File: config.mk
export PLATFORM = sky130hd
export DESIGN_NAME = askr_receiver
export DESIGN_NICKNAME = d
export VERILOG_FILES = /design/src/askr_pkg.sv /design/src/askr_receiver.sv
export SDC_FILE = /design/constraint.sdc
export NUM_CORES = 2
export LEC_CHECK = 0
export BUFFER_PORTS_ARGS = -buffer_cell sky130_fd_sc_hd__buf_2
export CAP_MARGIN = 20
export CELL_PAD_IN_SITES_DETAIL_PLACEMENT = 1
export CELL_PAD_IN_SITES_GLOBAL_PLACEMENT = 1
export CORE_ASPECT_RATIO = 2
export CORE_MARGIN = 4
export CORE_UTILIZATION = 59
export DETAILED_ROUTE_END_ITERATION = 8
export GPL_TIMING_DRIVEN = 0
export PLACE_DENSITY_LB_ADDON = 0.1
export SETUP_SLACK_MARGIN = 0.05
export SYNTH_ARGS = -nofsm -noshare
export SYNTH_HDL_FRONTEND = slang
export SYNTH_SLANG_ARGS = --single-unit
File: constraint.sdc
create_clock -name i_core_clk -period 26.2 [get_ports i_core_clk]
set_clock_uncertainty 0.2 [all_clocks]
set_input_delay 3.93 -clock i_core_clk [delete_from_list [all_inputs] [get_ports i_core_clk]]
set_output_delay 3.93 -clock i_core_clk [all_outputs]
set_load 0.01 [all_outputs]
File: src/askr_pkg.sv
// Package with constants for the keystroke serial receiver.
package askr_pkg;
  localparam logic [15:0] ASKR_RELOAD       = 16'h03d7;
  localparam logic [3:0]  ASKR_START_TICKS  = 4'h4;
  localparam logic [3:0]  ASKR_BIT_TICKS    = 4'h8;
  localparam logic [3:0]  ASKR_DATA_BITS    = 4'h8;
  localparam logic [7:0]  ASKR_FIRST_WEIGHT = 8'h80;
  localparam logic [7:0]  ASKR_ACC_CLEAR    = 8'h00;
  localparam int          ASKR_PRESCALE     = 2;
  typedef enum logic [1:0] {ASKR_IDLE, ASKR_START, ASKR_DATA, ASKR_STOP} askr_state_e;
endpackage : askr_pkg

File: src/askr_receiver.sv
// Receive-only keystroke serial port with a reloaded one-eighth-bit timer.
//
// Behaviour
// Accept ten-bit asynchronous words at 1200 baud on one input line.
// Keyboard frames one start, eight data bits MSB first, one stop.
// Line idles high; a start bit is low.
// Timer counts clock divided by two, reload 03d7 hex, one-eighth bit.
// Reload loaded at reset, timer stopped until a start is seen.
// While idle a low line level is a possible start bit.
// On possible start ignore line, run timer, resample after four expiries.
// High mid-start sample is a glitch: stop, reload, re-arm.
// Sample each data bit once every eight expiries at mid-bit.
// High samples add weights 80 hex halving; accumulator starts at zero.
// After the last bit move byte to storage and clear accumulator.
// Store bytes at consecutive memory locations, pointer advancing each byte.
// Ignore line in stop bit; at its end stop, reload, re-arm.
// Sampling more than once per bit is recommended only.
// Pulse byte-valid one cycle with the completed byte.
// Synchronise the serial input before use.
`timescale 1ns/100ps
module askr_receiver
  import askr_pkg::*;
#(
  parameter int          ADDR_W = 8,
  parameter int          DEPTH  = 256,
  // Timer reload; the default gives one eighth of a bit per expiry.
  parameter logic [15:0] RELOAD = ASKR_RELOAD
) (
  input  wire logic              i_core_clk,
  input  wire logic              i_srst,
  input  wire logic              i_serial_in,
  input  wire logic [ADDR_W-1:0] i_rd_addr,
  output logic      [7:0]        o_rd_data,
  output logic      [7:0]        o_byte,
  output logic                   o_byte_valid,
  output logic      [ADDR_W-1:0] o_wr_ptr,
  output logic                   o_busy
);

  logic [2:0]      sync_ff;
  logic            line_lvl;
  logic            prescale;
  logic            timer_run;
  logic [15:0]     timer_cnt;
  logic            expiry;
  logic [3:0]      tick_cnt;
  logic [3:0]      bit_idx;
  logic [7:0]      weight;
  logic [7:0]      acc;
  askr_state_e     state;
  logic [7:0]      mem [DEPTH];
  logic [7:0]      next_acc;
  logic            start_seen;
  logic            start_done;
  logic            start_ok;
  logic            glitch;
  logic            bit_done;
  logic            last_bit;
  logic            stop_done;

  // Input synchroniser.
  always_ff @(posedge i_core_clk) begin
    sync_ff <= {sync_ff[1:0], i_serial_in};
  end

  // The level changes only once the second and third stages agree.
  // Reset forces it high, so the unreset stages cannot start a false frame.
  always_ff @(posedge i_core_clk) begin
    if (i_srst) begin
      line_lvl <= 1'b1;
    end else if (sync_ff[1] == sync_ff[2]) begin
      line_lvl <= sync_ff[2];
    end
  end

  // Divide by two prescaler and reload timer.
  // The prescaler restarts with the timer so every frame starts in phase.
  always_ff @(posedge i_core_clk) begin
    if (i_srst || !timer_run) begin
      prescale <= 1'b0;
    end else begin
      prescale <= ~prescale;
    end
  end

  // One expiry every 2 * (RELOAD + 1) clocks; eight of them make one bit time.
  assign expiry = timer_run && prescale && (timer_cnt == 16'h0000);

  // Timer loaded with the reload value while stopped.
  always_ff @(posedge i_core_clk) begin
    if (i_srst || !timer_run) begin
      timer_cnt <= RELOAD;
    end else if (prescale) begin
      timer_cnt <= (timer_cnt == 16'h0000) ? RELOAD : timer_cnt - 16'h0001;
    end
  end

  // Phase decodes shared by the processes below.
  assign start_seen = (state == ASKR_IDLE) && !line_lvl;
  assign start_done = (state == ASKR_START) && expiry && (tick_cnt + 4'h1 == ASKR_START_TICKS);
  assign start_ok   = start_done && !line_lvl;
  assign glitch     = start_done && line_lvl;
  // One sample per bit at mid-bit; the input filter rejects one-cycle spikes.
  assign bit_done   = (state == ASKR_DATA) && expiry && (tick_cnt + 4'h1 == ASKR_BIT_TICKS);
  assign last_bit   = bit_done && (bit_idx + 4'h1 == ASKR_DATA_BITS);
  // Ten bit times per word: rest of the last data bit plus the stop bit.
  assign stop_done  = (state == ASKR_STOP) && expiry
                      && (tick_cnt + 4'h1 == ASKR_BIT_TICKS + ASKR_START_TICKS);

  always_comb begin
    next_acc = acc;
    if (line_lvl) begin
      next_acc = acc + weight;
    end
  end

  // Frame sequencer; the line is watched every cycle in idle, otherwise only at the sample points.
  always_ff @(posedge i_core_clk) begin
    if (i_srst) begin
      state <= ASKR_IDLE;
    end else begin
      case (state)
        ASKR_IDLE: begin
          // Low level is a possible start.
          if (start_seen) begin
            state <= ASKR_START;
          end
        end
        ASKR_START: begin
          // Mid start-bit resample.
          if (glitch) begin
            // Glitch rejected.
            state <= ASKR_IDLE;
          end else if (start_ok) begin
            state <= ASKR_DATA;
          end
        end
        ASKR_DATA: begin
          // Stop bit follows the last data bit.
          if (last_bit) begin
            state <= ASKR_STOP;
          end
        end
        ASKR_STOP: begin
          // Line ignored until the stop bit ends.
          if (stop_done) begin
            state <= ASKR_IDLE;
          end
        end
        default: begin
          state <= ASKR_IDLE;
        end
      endcase
    end
  end

  // Timer started on a possible start.
  always_ff @(posedge i_core_clk) begin
    if (i_srst) begin
      timer_run <= 1'b0;
      o_busy    <= 1'b0;
    end else if (start_seen) begin
      timer_run <= 1'b1;
      o_busy    <= 1'b1;
    end else if (glitch || stop_done) begin
      // Stopped on a glitch.
      // Stopped at the end of the stop bit.
      timer_run <= 1'b0;
      o_busy    <= 1'b0;
    end
  end

  // Each phase counts its own expiries from zero.
  always_ff @(posedge i_core_clk) begin
    if (i_srst || start_seen || start_done || bit_done || stop_done) begin
      tick_cnt <= 4'h0;
    end else if (expiry) begin
      tick_cnt <= tick_cnt + 4'h1;
    end
  end

  // Weighted accumulation, most significant bit first.
  always_ff @(posedge i_core_clk) begin
    if (i_srst || start_ok) begin
      bit_idx <= 4'h0;
      weight  <= ASKR_FIRST_WEIGHT;
      acc     <= ASKR_ACC_CLEAR;
    end else if (bit_done) begin
      bit_idx <= bit_idx + 4'h1;
      weight  <= weight >> 1;
      // Accumulator cleared once the byte is complete.
      acc     <= last_bit ? ASKR_ACC_CLEAR : next_acc;
    end
  end

  // Completed byte with a one-cycle strobe.
  always_ff @(posedge i_core_clk) begin
    if (i_srst) begin
      o_byte       <= 8'h00;
      o_byte_valid <= 1'b0;
      o_wr_ptr     <= '0;
    end else begin
      o_byte_valid <= last_bit;
      if (last_bit) begin
        o_byte   <= next_acc;
        // Pointer advance.
        o_wr_ptr <= o_wr_ptr + 1'b1;
      end
    end
  end

  // Byte storage at consecutive locations.
  always_ff @(posedge i_core_clk) begin
    if (last_bit) begin
      mem[o_wr_ptr] <= next_acc;
    end
  end

  // Registered read port; entries never written read back as unknown.
  always_ff @(posedge i_core_clk) begin
    o_rd_data <= mem[i_rd_addr];
  end

endmodule : askr_receiver

==> results.md <==
STA:
- For the pin with the worst max-slew slack, the measured transition is 1.28 ns.
- The number of max-slew violations in the final report is 0.
- Setup violations remaining at the end of the flow were counted as 0.
- Subtracting the final worst setup slack from the clock period gives 8.48 ns.
- Setup repair after global routing left no endpoint under its margin.
- The hold violation count in the final report is 0.
- The fmax is 0.118 GHz.
- The tightest hold path in the finished design has a slack of 0.140 ns.
- Headroom to the max-slew limit came out at 14.5%.
- The share of the cycle needed by the critical path after routing is 32.4%.

Setup path:
- The library cell appearing most often on the critical path is sky130_fd_sc_hd__clkbuf_1.
- STA classifies the critical path startpoint as an input port.
- On the worst path, the slowest cell contributes a delay of 0.86 ns.
- The critical path arrival is 8.93 ns.
- At the worst endpoint, the required time is 26.65 ns.
- The path type of the worst setup path is input port to flop.
- Traced cell by cell, the critical path runs through buf_2 > clkbuf_1 > buf_2 > clkbuf_1 > clkbuf_1 > a211oi_1 > a21oi_1 > nand4_1 > nor4_1.
- The element type at the critical path end is a flop.
- The peak fanout along the critical path is 10.
- The slowest cell on the critical path is sky130_fd_sc_hd__clkbuf_1.

Die:
- The initial standard-cell utilization of the core is 59.3%.
- The core box area is 138000 sq um.
- The horizontal extent of the die is 271 microns.
- The die is 535 microns tall.
- The die covers 145000 sq um.
- Pin placement for this block handled 37 I/O pins.
- The floorplan has 193 rows.

Global routing:
- For this run, the total global-route usage over all layers was measured as 36.1%.
- Global routing finished with a remaining overflow of 0.
- The first global-routing pass estimated 360000 microns of wire.
- The number of antenna violations at the first check in global routing was 6.
- The number of global-route vias before repair is 46327.
- Entering global routing, the biggest net connects 157 pins.

Power and ir drop:
- Per report_power, the sequential group accounts for 55.9% of the total.
- The relative contribution of combinational cells to total power is 3.7%.
- Across the VDD grid, the largest voltage drop is 0.0000749 V.
- Cell internal power was estimated by the tool at 5.21 mW.
- The reported net switching power is 1.37 mW.
- The analysis attributes to cell leakage a power of 24.1 nW.
- The clock network accounts for 40.5% of the total power.
- The power density normalized to cell area is 72.2 nW/um^2.
- The switching power as a share of total power is 20.8%.

CTS:
- The clock passes through at most 4 buffers.
- The clock drives 2121 sinks.
- The number of buffers added for setup after CTS is 0.
- TritonCTS built the clock tree.
- The source-to-sink clock delay at the later pin of the worst-skew pair is 0.83 ns.
- The number of hold buffers added after CTS was 0.
- In this run the number of H-tree levels came out at 4.
- Counting the buffers created by CTS gives 180.
- After clock tree synthesis, the clock-pin slew on the worst setup and hold paths is 0.07 ns.
- Clock tree synthesis selected as its root buffer the cell sky130_fd_sc_hd__clkbuf_16.
- Post-CTS repair changed the size of 0 cells.

Route:
- The first detailed-routing pass ran for 8 iterations.
- The remaining routing DRC violations is 0.
- The first routing iteration left 5254 violations.
- The average vias per placed instance is 6.92.
- For this block, the routed nets add up to 258000 microns of wire.
- The number of antenna-violating nets in the routed design is 0.
- The number of vias in the routed layout is 43348.
- After detailed routing, the average wire length per cell comes to 41.2 microns.

Logic synthesis:
- The fraction of synthesized cell area taken by the top area cell type is 75.1%.
- Averaged over all synthesized cells, the footprint is 20.5 sq um.
- Sequential cells were found to cover 76.9% of the synthesized design area.
- The yosys synthesis warning count is 0.
- After technology mapping, the gate count stands at 3998.
- The count of flip-flops with a built-in enable after synthesis is 2048.
- The total nets after synthesis is 4027.
- The cell area that synthesis handed to floorplanning was 81900 sq um.
- Among all flip-flop cells after synthesis, the most frequent one is sky130_fd_sc_hd__edfxtp_1.
- The fraction of synthesis flops using an asynchronous set or reset pin is 0%.
- The cell taking the most area after synthesis is sky130_fd_sc_hd__edfxtp_1.
- In this run, synthesis produced a sequential element count of 2121.
- Yosys attributes the largest share of cell area to sky130_fd_sc_hd__edfxtp_1 75%, sky130_fd_sc_hd__mux4_2 13%, sky130_fd_sc_hd__dfxtp_1 1.8%.
- Synthesis instantiated 66 different standard cells from the library.

Place:
- The post-DP HPWL is 178000 microns.
- The count of port buffers added during placement is 34.
- At the end of routability-driven placement, the weighted congestion stood at 1.01.
- The placed instances occupy a cell area of 85400 sq um.

Finish:
- After the last flow step, the layout net total stands at 4297.
- The finished cells cover 91200 sq um.
- Relative to the synthesized area, the layout overhead comes to 11.3%.
- The share of post-route cells with drive strength above 1 is 20.9%.

Flow run:
- The max-capacitance violation count is 0.

Worst hold path:
- The type of the tightest min-delay check is flop to flop.

Status:
- The run finished with clean final reports.
## final timing paths
kind                        startpoint                     to  slack, ns  cells past startpoint
min reg2reg         sync_ff[0]$_DFF_P_     sync_ff[1]$_DFF_P_       0.14                      0
max reg2reg  timer_cnt[8]$_SDFFE_PP1P_  mem[145][0]$_DFFE_PP_      20.91                      8
min                 sync_ff[0]$_DFF_P_     sync_ff[1]$_DFF_P_       0.14                      0
max                       i_rd_addr[3]   o_rd_data[3]$_DFF_P_      17.72                      9
## routing by layer
layer	GRT usage (%)	vias to the layer above	routed length (microns)	part of all wire, %
li1	-	17099	-	-
met1	39.9	22836	78200	30
met2	61.9	2609	133000	52
met3	6.09	804	20100	7.8
met4	28.4	0	26500	10
met5	0	-	0	0
## kinds of logic after synthesis
group	after synthesis	synth area share (%)
buffers and inverters	253	1.33
AOI/OAI and AO/OA	405	3.39
adders and majority gates	18	0.284
and+or+nand+nor	585	3.32
xor gates and xnor gates	28	0.299
DFF	2121	76.9
muxes	588	14.5
## layout by cell type (no fill, tap or decap), types with 49 or more instances in the layout
master / count
sky130_fd_sc_hd__o22ai_1: 103
sky130_fd_sc_hd__mux2i_1: 106
sky130_fd_sc_hd__edfxtp_1: 2048
sky130_fd_sc_hd__clkbuf_16: 183
sky130_fd_sc_hd__a21oi_1: 80
sky130_fd_sc_hd__a211oi_1: 49
sky130_fd_sc_hd__nand2_1: 93
sky130_fd_sc_hd__buf_2: 110
sky130_fd_sc_hd__mux4_2: 477
sky130_fd_sc_hd__clkbuf_1: 173
sky130_fd_sc_hd__dfxtp_1: 73
sky130_fd_sc_hd__nor2_1: 318
## synth_stat cells, types with 36 or more instances
cell type / number
sky130_fd_sc_hd__a211oi_1: 49
sky130_fd_sc_hd__a21oi_1: 81
sky130_fd_sc_hd__a22oi_1: 48
sky130_fd_sc_hd__buf_2: 76
sky130_fd_sc_hd__clkbuf_1: 131
sky130_fd_sc_hd__dfxtp_1: 73
sky130_fd_sc_hd__edfxtp_1: 2048
sky130_fd_sc_hd__mux2i_1: 106
sky130_fd_sc_hd__mux4_2: 477
sky130_fd_sc_hd__nand2_1: 93
sky130_fd_sc_hd__nand3_1: 36
sky130_fd_sc_hd__nor2_1: 318
sky130_fd_sc_hd__o22ai_1: 103
## power by group through the flow
stage / registers (mW) / logic [mW] / clock network, mW
after CTS: 3.68 / 0.237 / 2.68
after global placement: 3.76 / 0.221 / 0
after detailed placement: 3.75 / 0.235 / 0
after floorplan: 3.76 / 0.119 / 0
final: 3.68 / 0.241 / 2.66
after global routing: 3.68 / 0.244 / 2.82
## worst max-delay path: cells and delay by family
kind            cells  cell delay [ns]
buf+inv             5             2.84
simple gates        2             1.14
compound gates      2             0.98
## sequential cells by signal, indices dropped and copies added, names as in the netlist, named ones only
name          cells
mem            2048
timer_cnt        16
acc               8
o_byte            8
o_rd_data         8
o_wr_ptr          8
weight            8
bit_idx           4
tick_cnt          4
sync_ff           3
line_lvl          1
o_byte_valid      1
prescale          1
state             1
timer_run         1
## metrics by stage
stage          util (%)  TNS [ns]  power [mW]  instances  worst slack, ns
2_1_floorplan         -         0        3.88       3998            12.07
3_5_place_dp       61.8         0        3.99       5930            17.24
4_1_cts            65.9         0        6.59       6246            18.08
5_1_grt            66.0         0        6.74       6255            17.78
3_3_place_gp       61.1   -279.58        3.98       5884            -1.18
6_report           66.0         0        6.58       6261            17.72
## cell type report
type,instances,area [sq um]
flip-flops and latches,2121,63000
fillers,11189,47000
multi-input cells,1624,17900
clock buffers,233,4810
well taps,1852,2320
repair buffers,88,1190
plain buffers,236,1030
clock inverters,83,843
inverters,17,71.3
diodes,7,17.5
Power figures use the tool's default switching activity.
